--- src/rtl/pmc_pkg.sv ---
package pmc_pkg;
   // operating modes held by the controller
   typedef enum logic [1:0] {
      MODE_FULL,
      MODE_ACTIVE,
      MODE_SLEEP,
      MODE_DEEP
   } pmode_t;

   // software view of the pll control register fields
   typedef struct packed {
      logic [1:0] sys_div_sel;   // core to system clock ratio select
      logic bypass;              // pll bypass request
      logic pll_off;             // request pll disable (deep sleep)
      logic sleep;               // request core clock stop
   } pll_control_register_t;

   // clock and pll controls driven out of the block
   typedef struct packed {
      logic pll_en;
      logic pll_bypass;
      logic core_clk_en;
      logic sys_clk_en;
   } clk_ctl_t;

   localparam logic [1:0] SYS_DIV_2P0 = 2'h0;
   localparam logic [1:0] SYS_DIV_2P5 = 2'h1;
   localparam logic [1:0] SYS_DIV_3P0 = 2'h2;
   localparam logic [1:0] SYS_DIV_4P0 = 2'h3;
   // system divider period in half-core-clock units (2.5:1 needs halves)
   localparam logic [3:0] HALF_CNT_2P0 = 4'h4;
   localparam logic [3:0] HALF_CNT_2P5 = 4'h5;
   localparam logic [3:0] HALF_CNT_3P0 = 4'h6;
   localparam logic [3:0] HALF_CNT_4P0 = 4'h8;
   // core clock divides input clock by two when bypassed
   localparam logic [3:0] BYPASS_CORE_DIV = 4'h2;
   localparam logic [1:0] RESET_DIV_SEL = 2'h0;
   localparam pmode_t RESET_MODE = MODE_FULL;
endpackage : pmc_pkg

--- src/rtl/clk_gate_cell.sv ---
`timescale 1ns/100ps
// enable register for a gated clock; enable only changes on a clean boundary
module clk_gate_cell (
   input wire logic clk,          // system clock
   input wire logic rst_b,        // async reset, active low
   input wire logic boundary,     // one-cycle strobe at the gated clock boundary
   input wire logic en_req,       // requested enable
   output logic en                // registered enable
);
   logic nxt_en;

   // hold the enable until the affected clock reaches its boundary
   always_comb begin
      nxt_en = boundary ? en_req : en;
   end

   always_ff @(posedge clk or negedge rst_b) begin
      if (!rst_b) begin
         en <= 1'b1;
      end else begin
         en <= nxt_en;
      end
   end
endmodule : clk_gate_cell

--- src/rtl/pin_sync.sv ---
`timescale 1ns/100ps
// two-stage synchroniser for asynchronous pins
module pin_sync #(
   parameter int WIDTH = 1
) (
   input wire logic clk,              // system clock
   input wire logic rst_b,            // async reset, active low
   input wire logic [WIDTH-1:0] d,    // asynchronous inputs
   output logic [WIDTH-1:0] q         // synchronised outputs
);
   logic [WIDTH-1:0] meta_ff;
   logic [WIDTH-1:0] nxt_meta;
   logic [WIDTH-1:0] nxt_q;

   // first stage is read only by the second
   always_comb begin
      nxt_meta = d;
      nxt_q = meta_ff;
   end

   // no reset on purpose: straps must be settled here by the time reset is released
   always_ff @(posedge clk) begin
      meta_ff <= nxt_meta;
      q <= nxt_q;
   end
endmodule : pin_sync

--- src/rtl/power_mode_controller.sv ---
`timescale 1ns/100ps
// Notes on behaviour
// full speed: pll on, not bypassed, core and system clocks running
// reduced speed: pll on and bypassed, core clock at half input clock
// in reduced speed, divider select written by software is applied
// system dma to l1 allowed in reduced speed mode
// sleep: core clock stopped, pll and system clock keep running
// sleep wakes on any interrupt; bypass bit picks full or reduced speed
// system dma to l1 refused while sleeping
// deep sleep: pll off, core and system clocks stopped
// deep sleep: async peripherals run but are blocked from resources
// deep sleep exits only on reset or rtc async interrupt
// reset in deep sleep: bypass pin picks full or reduced speed
// rtc wake from deep sleep always goes to full speed
// deep sleep indicator high exactly while in deep sleep
// software mode change only after control write plus programming sequence
// software should halt dma across mode transitions
// divider select: 00 2:1, 01 2.5:1, 10 3:1, 11 4:1
// divider reset value sampled from two strap pins during reset
// mode held in a register; gates switch only on clock boundaries
module power_mode_controller
   import pmc_pkg::*;
(
   input wire logic clk,                        // 100 MHz clock, input clock domain
   input wire logic rst_b,                      // async reset, active low
   input wire logic bypass_pin,                 // bypass strap pin (asynchronous)
   input wire logic [1:0] div_strap_pin,        // divider strap pins (asynchronous)
   input wire logic ctl_wr,                     // pll control register write strobe
   input wire pmc_pkg::pll_control_register_t ctl_wdata,     // pll control register write data
   input wire logic prog_seq_idle,              // core idle with irqs off, sequence run
   input wire logic irq_any,                    // any interrupt asserted, same domain
   input wire logic rtc_wake_irq,               // rtc asynchronous interrupt (async)
   input wire logic dma_l1_req,                 // system dma request toward l1
   output pmc_pkg::pmode_t mode,                // current operating mode
   output pmc_pkg::pll_control_register_t ctl_rdata,         // pll control register readback
   output pmc_pkg::clk_ctl_t clk_ctl,           // pll and clock gate controls
   output logic [3:0] core_div,                 // input to core clock divide
   output logic [3:0] sys_half_cnt,             // system period in half core cycles
   output logic dma_l1_grant,                   // dma to l1 accepted
   output logic async_periph_block,             // async peripherals fenced off
   output logic deep_sleep_indicator            // deep sleep pin, active high
);
   import pmc_pkg::*;

   pmode_t mode_ff, nxt_mode;
   pll_control_register_t ctl_ff, nxt_ctl;
   logic [3:0] half_cnt_ff, nxt_half_cnt;
   logic [3:0] phase_ff, nxt_phase;
   logic strap_pend_ff, nxt_strap_pend;
   logic bypass_s;
   logic [1:0] div_strap_s;
   logic rtc_s;
   logic sys_boundary;
   logic core_en, sys_en, pll_en, pll_byp;
   logic core_req, sys_req, pll_en_req, pll_byp_req;
   logic [3:0] sel_half_cnt;
   logic out_dma_ff, nxt_out_dma;

   // pins come from outside the clock domain
   pin_sync #(.WIDTH(4)) u_sync (
      .clk(clk),
      .rst_b(rst_b),
      .d({bypass_pin, div_strap_pin, rtc_wake_irq}),
      .q({bypass_s, div_strap_s, rtc_s})
   );

   // divider select decode to half-cycle counts
   always_comb begin
      unique case (ctl_ff.sys_div_sel)
         SYS_DIV_2P0: sel_half_cnt = HALF_CNT_2P0;
         SYS_DIV_2P5: sel_half_cnt = HALF_CNT_2P5;
         SYS_DIV_3P0: sel_half_cnt = HALF_CNT_3P0;
         SYS_DIV_4P0: sel_half_cnt = HALF_CNT_4P0;
      endcase
   end

   // mode state machine and control register
   always_comb begin
      nxt_mode = mode_ff;
      nxt_ctl = ctl_ff;
      nxt_strap_pend = 1'b0;
      // synchroniser runs through reset, so the straps are settled at release
      if (strap_pend_ff) begin
         nxt_ctl.sys_div_sel = div_strap_s;
         nxt_ctl.bypass = bypass_s;
         nxt_mode = bypass_s ? MODE_ACTIVE : MODE_FULL;
      end
      // writes only land in the register; mode waits for the sequence
      if (ctl_wr) begin
         nxt_ctl = ctl_wdata;
         // divider change applies in any running mode, including reduced speed
         nxt_ctl.sleep = ctl_wdata.sleep;
      end
      unique case (mode_ff)
         MODE_FULL, MODE_ACTIVE: begin
            if (prog_seq_idle && !strap_pend_ff) begin
               if (ctl_ff.pll_off) begin
                  nxt_mode = MODE_DEEP;
               end else if (ctl_ff.sleep) begin
                  nxt_mode = MODE_SLEEP;
               end else begin
                  nxt_mode = ctl_ff.bypass ? MODE_ACTIVE : MODE_FULL;
               end
            end
         end
         MODE_SLEEP: begin
            // bypass bit is sampled at the wake
            if (irq_any) begin
               nxt_mode = ctl_ff.bypass ? MODE_ACTIVE : MODE_FULL;
               nxt_ctl.sleep = 1'b0;
            end
         end
         MODE_DEEP: begin
            // ordinary interrupts are ignored here; reset is handled by rst_b
            if (rtc_s) begin
               nxt_mode = MODE_FULL;
               nxt_ctl.pll_off = 1'b0;
               nxt_ctl.sleep = 1'b0;
               nxt_ctl.bypass = 1'b0;
            end
         end
      endcase
   end

   // system clock divider phase: boundary at end of each system period
   always_comb begin
      nxt_half_cnt = half_cnt_ff;
      nxt_phase = phase_ff + 4'h2;
      sys_boundary = 1'b0;
      if (phase_ff + 4'h2 >= half_cnt_ff) begin
         sys_boundary = 1'b1;
         nxt_phase = 4'h0;
         nxt_half_cnt = sel_half_cnt;
      end
   end

   // requested gate levels per mode
   always_comb begin
      core_req = (mode_ff == MODE_FULL) || (mode_ff == MODE_ACTIVE);
      sys_req = (mode_ff != MODE_DEEP);
      pll_en_req = (mode_ff != MODE_DEEP);
      pll_byp_req = (mode_ff == MODE_ACTIVE) ||
                    (mode_ff == MODE_SLEEP && ctl_ff.bypass);
   end

   // gates only move on a system clock boundary, so no runt pulses
   clk_gate_cell u_core_gate (
      .clk(clk), .rst_b(rst_b), .boundary(sys_boundary),
      .en_req(core_req), .en(core_en)
   );
   clk_gate_cell u_sys_gate (
      .clk(clk), .rst_b(rst_b), .boundary(sys_boundary),
      .en_req(sys_req), .en(sys_en)
   );
   clk_gate_cell u_pll_en (
      .clk(clk), .rst_b(rst_b), .boundary(sys_boundary),
      .en_req(pll_en_req), .en(pll_en)
   );
   clk_gate_cell u_pll_byp (
      .clk(clk), .rst_b(rst_b), .boundary(sys_boundary),
      .en_req(pll_byp_req), .en(pll_byp)
   );

   // dma grant: accepted in full and reduced speed, refused asleep
   always_comb begin
      nxt_out_dma = dma_l1_req &&
                    (mode_ff == MODE_FULL || mode_ff == MODE_ACTIVE);
   end

   always_ff @(posedge clk or negedge rst_b) begin
      if (!rst_b) begin
         mode_ff <= RESET_MODE;
         ctl_ff <= '{sys_div_sel: RESET_DIV_SEL, default: 1'b0};
         half_cnt_ff <= HALF_CNT_2P0;
         phase_ff <= 4'h0;
         strap_pend_ff <= 1'b1;
         out_dma_ff <= 1'b0;
      end else begin
         mode_ff <= nxt_mode;
         ctl_ff <= nxt_ctl;
         half_cnt_ff <= nxt_half_cnt;
         phase_ff <= nxt_phase;
         strap_pend_ff <= nxt_strap_pend;
         out_dma_ff <= nxt_out_dma;
      end
   end

   // outputs
   assign mode = mode_ff;
   assign ctl_rdata = ctl_ff;
   assign clk_ctl = '{pll_en: pll_en, pll_bypass: pll_byp,
                      core_clk_en: core_en, sys_clk_en: sys_en};
   // bypassed core runs at half input clock
   assign core_div = pll_byp ? BYPASS_CORE_DIV : 4'h1;
   assign sys_half_cnt = half_cnt_ff;
   assign dma_l1_grant = out_dma_ff;
   // async peripherals stay clocked but are fenced off in deep sleep
   assign async_periph_block = (mode_ff == MODE_DEEP);
   assign deep_sleep_indicator = (mode_ff == MODE_DEEP);
endmodule : power_mode_controller

--- config.mk ---
export PLATFORM = sky130hd
export DESIGN_NAME = power_mode_controller
export DESIGN_NICKNAME = d
export VERILOG_FILES = /design/src/rtl/pmc_pkg.sv /design/src/rtl/clk_gate_cell.sv /design/src/rtl/pin_sync.sv /design/src/rtl/power_mode_controller.sv
export SDC_FILE = /design/constraint.sdc
export NUM_CORES = 1
export LEC_CHECK = 0
export BUFFER_PORTS_ARGS = -buffer_cell sky130_fd_sc_hd__buf_2
export CAP_MARGIN = 20
export CELL_PAD_IN_SITES_DETAIL_PLACEMENT = 1
export CELL_PAD_IN_SITES_GLOBAL_PLACEMENT = 2
export CORE_ASPECT_RATIO = 1.5
export CORE_MARGIN = 2
export CORE_UTILIZATION = 33
export DETAILED_ROUTE_END_ITERATION = 10
export PLACE_DENSITY_LB_ADDON = 0.1
export SLEW_MARGIN = 20
export SYNTH_ARGS = -nofsm -noshare
export SYNTH_HDL_FRONTEND = slang
export SYNTH_SLANG_ARGS = --single-unit
--- constraint.sdc ---
create_clock -name clk -period 4.1 [get_ports clk]
set_input_delay 1.23 -clock clk [delete_from_list [all_inputs] [get_ports clk]]
set_output_delay 1.23 -clock clk [all_outputs]
set_load 0.1 [all_outputs]
**Yosys cells after proc, flatten, opt, wreduce, memory -nomap -nowiden**

Cells that the tools add are included.

- Mux-type cells: 19
- Order comparisons: 1
- Reduce and logical (&&, ||, !) cells: 10
- Eq/ne operators: 7
- Add/subtract/negate cells: 1

Operators by type and width:

| cell | number |
|---|---|
| 2-bit 2-to-1 mux | 8 |
| 4-bit one-hot mux with 4 select lines | 1 |
| 2-bit == test, second input constant | 4 |
| 3-bit 2-to-1 mux | 2 |
| 2-bit one-hot mux with 3 select lines | 1 |
| 5-bit 2-to-1 mux | 1 |
| 4-bit by 2-bit adder with 4-bit output, second input constant | 1 |
| 2-bit by 1-bit == test with 1-bit output, second input constant | 2 |
| 4-bit >= comparator | 1 |
| 2-bit zero test | 2 |
| 1-bit 2-to-1 mux | 4 |
| 4-bit 2-to-1 mux | 1 |
| 1-bit logical AND | 3 |
| 1-bit logical OR | 2 |
| 2-bit inequality test, second input constant | 1 |
| 1-bit one-hot mux with 2 select lines | 1 |
| 2-bit nonzero test | 1 |
| 2-bit OR reduction | 1 |
| 1-bit zero test | 1 |

- Bits in registers: 28
- Input port bits: 15
- Output and inout bits: 22
- Logic and storage cells: 52

**Depth between registers and ports, before layout**

Gate-level depths: netlist (run 1).

- Depth after elaboration: 5
- Gate-level depth with buffers: 6
- Depth with buffers taken out: 6

**Cells and area by module**

A second synthesis (run 1) with hierarchy kept.

- Cell total of the unflattened synthesis: 105
- Area, all modules: 1,213.7 µm²

Modules (own cells, without submodules):

| module | times used | cells each | sequential area each (µm²) | area each (µm²) |
|---|---|---|---|---|
| power_mode_controller | 1 | 89 | 402.9 | 888.4 |
| clk_gate_cell | 4 | 2 | 26.3 | 41.3 |
| pin_sync | 1 | 8 | 160.2 | 160.2 |

**Worst setup path after synthesis (run 1)**

Ideal clock, no wire load.

- Path kind: reg-to-output
- Start point: register mode_ff[1] (netlist: mode[1])
- End point: output port deep_sleep_indicator
- Required time: 2.870 ns
- Buffers on the path: 2
- Data arrival time: 2.489 ns
- Slack: 0.381 ns
- Cell stages (with the launch flop): 4
- Path through: dfrtp_1 > buf_2 > and2_1 > buf_4

- Word-level cells in the longest chain between the ends: 1

RTL lines:

| what | RTL line | RTL |
|---|---|---|
| from (decl) | power_mode_controller.sv:45 | `pmode_t mode_ff, nxt_mode;` |
| from (signal assigned) | power_mode_controller.sv:179 | `mode_ff <= nxt_mode;` |
| 2-bit == test | - |  |
| to (decl) | power_mode_controller.sv:41 | `output logic deep_sleep_indicator` |

Every way passes these cells.

**Final worst setup path (run 1)**

- Start point: register mode_ff[1] (netlist: mode[1])
- End point: output port deep_sleep_indicator

- Word-level cells in the longest chain between the ends: 1

RTL lines:

| what | RTL line | RTL |
|---|---|---|
| 2-bit == test | power_mode_controller.sv:199 | `assign deep_sleep_indicator = (mode_ff == MODE_DEEP);` |

Every way passes these cells.

==> run_results.csv, run 1 <==
group,metric,value,unit
floorplan,core_area,0.00338,mm2
layout,final_area,0.00136,mm2
sta,skew,0.00718,ns
sta,hold_ws,0.332,ns
grt,grt_pass1_vias,802,
detailed_routing,wl_per_cell,13.2,um
setup_path,crit_type,"flip-flop to primary output",
clocking,clock_path_buffers,2,
clocking,cts_buffers,3,
clocking,cts.clk_slew.worst_paths,0.09,ns
placed_design,hpwl,1770,um
sta,finalSetupTns,0,ns
sta,drv_slew,0,
grt,antenna_found_initial,0,
floorplan,die_w,52.5,um
layout,nNetsFinal,151,
clocking,cts-root-buf,"clkbuf_8",
grt,gr-total-overflow,0,
grt,grt.total_usage,12.7,%
yosys,ys_ff_latch,27,
detailed_routing,vias_per_cell,4.60,
yosys,yosysUniqueCellTypes,27,
detailed_routing,vias,796,
setup_path,crit_path_start_kind,"flip-flop",
sta,fin_crit_sh,68.4,%
setup_path,endpoint_kind,"primary output",
layout,seq_area,642,um2
layout,drive_above_1_share,35.1,%
yosys,ys_seq_area_share,55.2,%
floorplan,rows,26,
layout,syn2layout_area_growth,17.3,%
floorplan,boundaryPins,37,
yosys,synth-edff-count,0,
placed_design,gp_congestion,0.756,
sta,fmax,356,MHz
yosys,synth_area,0.00116,mm2
floorplan,initial_core_util,34.4,%
floorplan,dieArea,0.00402,mm2
yosys,syn_avg_cell_area,11.4,um2
clocking,clk_latency,0.27,ns
layout,multi_input_area,420,um2
layout,diodes,0,
clocking,h-tree-depth,1,
detailed_routing,drt_wl_total,2280,um
clocking,cts_tree,"done",
layout,nFillCells,412,
detailed_routing,drc,0,
clocking,cts_hold_buf,0,
run_status,status,"complete, no violations",
detailed_routing,firstDrtPassIters,2,
run,maxCapViolCount,0,
sta,finalSetupViolCount,0,
yosys,yosys_warnings,0,
clocking,cts_setup_buffers,0,
sta,hold_violations,0,
yosys,async_flop_share,70.4,%
grt,grt_pass1_wl,3830,um
detailed_routing,ant_nets,0,
setup_path,critical_path.max_fanout,11,
sta,period_needed,2.81,ns
placed_design,place_area,0.00132,mm2
setup_path,worst_ep_arrival_time,1.58,ns
setup_path,worstPathRequired,2.87,ns
clocking,cts.sink_count,27,
sta,rsz0062_at_grt,"no",
layout,fin_util,40.3,%
yosys,synth_ff_type,"dfrtp_1",
grt,grt_max_degree,20,
detailed_routing,drt_iter0_markers,7,
worst_hold_path,hold_class,"flip-flop to flip-flop",
placed_design,portBuffers,34,
yosys,synth_cells,102,
floorplan,die_y,76.7,um
clocking,ctsResizeCount,0,
critical path, stage by stage (launching register included):
cell and delay (ns):
dfrtp_1 0.54, and2_1 0.29, buf_2 0.47
Yosys cell counts, types with 2 or more instances:
library cell	n	area, um2
mux2i_1	13	130
nand2b_1	2	12.5
o21ai_0	4	20.0
ha_1	4	50.1
dfrtp_1	14	350
buf_2	2	10.0
inv_1	9	33.8
dfstp_2	5	131
dfxtp_1	8	160
buf_4	8	60.1
nand2_1	4	15.0
nor2_1	6	22.5
nor2b_1	4	25.0
a21oi_1	6	30.0
final timing paths:
path | slack, ns | from | depth (start not counted) | endpoint
min | 0.33 | u_sync.meta_ff[3] | 0 | u_sync.q[3]
min reg2reg | 0.33 | u_sync.meta_ff[3] | 0 | u_sync.q[3]
min in group asynchronous | 0.89 | rst_b | 1 | sys_half_cnt[1]
max | 1.29 | mode[1] | 2 | deep_sleep_indicator
max reg2reg | 2.16 | phase_ff[1] | 6 | sys_half_cnt[2]
max in group asynchronous | 2.87 | rst_b | 1 | strap_pend_ff
flip-flops by register name (all words and copies together) (netlist names):
register        cells
u_core_gate.en      1
mode                2
u_pll_byp.en        1
strap_pend_ff       1
u_sync.meta_ff      4
dma_l1_grant        1
sys_half_cnt        4
ctl_rdata           5
u_pll_en.en         1
u_sync.q            4
phase_ff            3
logic make-up after synthesis:
kind of cell | count (synthesis) | synth area share [%]
compound gates | 13 | 7.11
xor+xnor | 1 | 0.754
fa+ha+maj | 4 | 4.31
buf+inv | 20 | 9.26
flops | 27 | 55.2
mux | 14 | 12.5
other cells | 1 | 0.323
simple gates | 22 | 10.5
metal layers:
| layer | wire [um] | vias up | GRT usage [%] |
|---|---|---|---|
| met3 | 102 | 4 | 2.92 |
| met1 | 939 | 387 | 15.0 |
| met2 | 1190 | 24 | 21.0 |
| met5 | 0 | - | 0 |
| li1 | - | 381 | - |
| met4 | 40 | 0 | 6.15 |
metrics by stage:
| stage | instances | setup WS (ns) |
|---|---|---|
| 2_1_floorplan | 104 | 0.381 |
| 3_3_place_gp | 169 | 1.63 |
| 3_5_place_dp | 169 | 1.60 |
| 4_1_cts | 173 | 1.29 |
| 5_1_grt | 173 | 1.22 |
| 6_report | 173 | 1.29 |
cell usage in the layout, fill, tap and decap left out, types with 2 or more instances in the layout:
cell type | netlist | routed
a21oi_1 | 6 | 6
buf_2 | 2 | 34
clkbuf_8 | 0 | 3
conb_1 | 1 | 3
dfrtp_1 | 14 | 14
dfstp_2 | 5 | 5
dfxtp_1 | 8 | 8
ha_1 | 4 | 4
inv_1 | 9 | 9
mux2i_1 | 13 | 13
nand2_1 | 4 | 4
nand2b_1 | 2 | 2
nor2_1 | 6 | 6
nor2b_1 | 4 | 4
o21ai_0 | 4 | 4
area by class of cell:
| type | instances | area share [%] |
|---|---|---|
| Inverter | 9 | 2.48 |
| Tap cell | 42 | 3.85 |
| Clock buffer | 4 | 3.30 |
| Multi-Input combinational cell | 57 | 30.8 |
| Sequential cell | 27 | 47.1 |
| Timing Repair Buffer | 34 | 12.5 |
Power of run 1 is left out: the tool's default activity adds up to more than one toggle a clock period on the data nets, which glitch-free logic cannot reach.
==> inputs of run 2 (changes only) <==
Settings changed: ABC_AREA from default to 1, CORE_UTILIZATION 33 to 29.
Clock period 4.1 ns to 2.6 ns, I/O delays scaled along.
==> run 2 against run 1 <==
Setup slack got worse by 0.90 ns. Clock skew is 0.0043 ns lower. Sequential share of layout area down 3.0 points. Count of clock-buffer cells in the layout decreased by 1. Largest cell class unchanged.
==> run_results.csv, run 2 <==
group,metric,value,unit
setup_path,endpoint_kind,"primary output",
sta,skew,0.00286,ns
clocking,clk_latency,0.27,ns
yosys,synth_cells,145,
layout,final_common_cell,"nand2_1",
floorplan,die_y,84.3,um
placed_design,gp_congestion,0.780,
setup_path,r2r_start,"phase_ff[1]",
sta,fin_crit_sh,84.7,%
setup_path,worst_ep_arrival_time,1.42,ns
yosys,ys_seq_area_share,51.5,%
placed_design,hpwl,2150,um
detailed_routing,routed.top_layer,"met4",
yosys,yosysMostFrequentCell,"nand2_1",
detailed_routing,drc,0,
sta,drv_slew,0,
detailed_routing,vias_per_cell,4.44,
yosys,yosys_warnings,0,
setup_path,critical_path.max_fanout,12,
detailed_routing,ant_nets,0,
clocking,cts-root-buf,"clkbuf_8",
setup_path,endpoint,"deep_sleep_indicator",
setup_path,worstPathRequired,1.82,ns
yosys,yosysUniqueCellTypes,22,
sta,rsz0062_at_grt,"no",
clocking,cts.clk_slew.worst_paths,0.09,ns
detailed_routing,wl_met2,1500,um
yosys,async_flop_share,70.4,%
yosys,synth-edff-count,0,
run,maxCapViolCount,0,
yosys,netlist.area_leader.share,28.1,%
yosys,synth_area,0.00125,mm2
grt,antenna_found_initial,0,
placed_design,portBuffers,34,
yosys,syn_avg_cell_area,8.59,um2
setup_path,ff2ff_path_depth,8,
grt,grt_pass1_wl,4730,um
grt,grt_pass1_vias,1071,
setup_path,regToRegEndpoint,"sys_half_cnt[0]",
setup_path,rrSetupSlack,0.64,ns
sta,fmax,454,MHz
clocking,clock_path_buffers,2,
detailed_routing,drt_iter0_markers,14,
run_status,status,"complete, no violations",
setup_path,crit_path_start_kind,"flip-flop",
yosys,synth_ff_type,"dfrtp_1",
layout,layout_common_cells,"37 x nand2_1, 34 x buf_2, 22 x inv_1, 16 x nand3_1, 12 x dfrtp_1",
yosys,synth_commonest_cells,"37 x nand2_1, 23 x inv_1, 16 x nand3_1",
setup_path,crit_type,"flip-flop to primary output",
clocking,h-tree-depth,1,
layout,nFillCells,518,
yosys,ys_ff_latch,27,
worst_hold_path,hold_class,"flip-flop to flip-flop",
clocking,cts_hold_buf,0,
setup_path,cp-startpoint,"mode[1]",
detailed_routing,drt_wl_total,2650,um
layout,syn2layout_area_growth,17.3,%
yosys,synth_top_area_cell,"dfrtp_1",
layout,nNetsFinal,195,
sta,finalSetupViolCount,0,
layout,diodes,0,
sta,hold_violations,0,
floorplan,dieArea,0.00485,mm2
detailed_routing,route.met3.wl,99,um
floorplan,die_w,57.5,um
layout,largest_register_ffs,5,
clocking,cts.sink_count,27,
detailed_routing,wl_met1,1010,um
floorplan,boundaryPins,37,
detailed_routing,firstDrtPassIters,4,
clocking,cts_buffers,3,
floorplan,initial_core_util,29.9,%
clocking,cts_tree,"done",
grt,grt_max_degree,20,
yosys,synth_area_leaders,"dfrtp_1 28%, dfxtp_1 13%, nand2_1 11%",
floorplan,rows,29,
detailed_routing,wl_per_cell,12.0,um
floorplan,core_area,0.00417,mm2
sta,period_needed,2.20,ns
clocking,cts_setup_buffers,0,
grt,grt.total_usage,12.2,%
sta,finalSetupTns,0,ns
layout,drive_above_1_share,30.9,%
detailed_routing,vias,982,
grt,gr-total-overflow,0,
clocking,ctsResizeCount,0,
-- run 2: changes by cell type after synthesis, sizes merged, moves of 2 or more --
cell	delta
a21oi	-4
nand3	+16
nor2	+4
nor2b	-4
nand2	+37
nand2b	-2
inv	+14
mux2i	-13
-- run 2: logic make-up (layout without fill, tap and decap cells) --
family                   count (synthesis)  count (layout)  synth area share (%)
AND/OR/NAND/NOR                         68              68                  23.9
flip-flops                              27              27                  51.5
buffers and inverters                   34              62                  13.1
adder cells (fa/ha/maj)                  4               4                  4.02
other                                    1               3                 0.301
AO/OA/AOI/OAI                           11              11                  7.23
-- run 2: how the worst min path moves through the flow --
| stage | from | depth (start not counted) | end | slack (ns) |
|---|---|---|---|---|
| finish | u_sync.meta_ff[2] | 0 | u_sync.q[2] | 0.33 |
| global route | u_sync.meta_ff[3] | 0 | u_sync.q[3] | 0.34 |
| CTS | u_sync.meta_ff[0] | 0 | u_sync.q[0] | 0.34 |
| detailed placement | u_sync.meta_ff[0] | 0 | u_sync.q[0] | 0.31 |
| global placement | u_sync.meta_ff[1] | 0 | u_sync.q[1] | 0.31 |
| floorplan | u_sync.meta_ff[0] | 0 | u_sync.q[0] | 0.31 |
-- run 2: layout make-up --
| type | count | area, um2 | area share, % |
|---|---|---|---|
| flip-flops and latches | 27 | 644 | 44.1 |
| multi-input cells | 86 | 449 | 30.7 |
| repair buffers | 34 | 170 | 11.6 |
| inverters | 24 | 93.8 | 6.42 |
| well taps | 46 | 57.6 | 3.94 |
| clock buffers | 3 | 41.3 | 2.83 |
| clock inverters | 1 | 5.00 | 0.342 |
-- run 2: through the flow --
step	hold slack, ns	util, %	cells	setup slack (ns)	instance area [um2]
CTS	0.337	35.0	221	0.365	1460
global route	0.341	35.0	221	0.298	1460
finish	0.334	35.0	221	0.399	1460
global placement	0.311	33.9	217	0.684	1420
floorplan	0.310	-	147	0.142	1260
detailed placement	0.313	33.9	217	0.633	1420
-- run 2: worst max-delay path, stage by stage, from the launching register on --
cell        delay (ns)
dfrtp_2           0.48
nand2_1           0.16
clkinvlp_4        0.10
buf_2             0.41
-- run 2: routing by layer --
| layer | vias to the layer above | global-route usage (%) |
|---|---|---|
| met3 | 4 | 1.69 |
| met5 | - | 0 |
| met4 | 0 | 5.07 |
| met1 | 463 | 13.3 |
| li1 | 494 | - |
| met2 | 21 | 22.8 |
Power of run 2 is left out for the same reason.
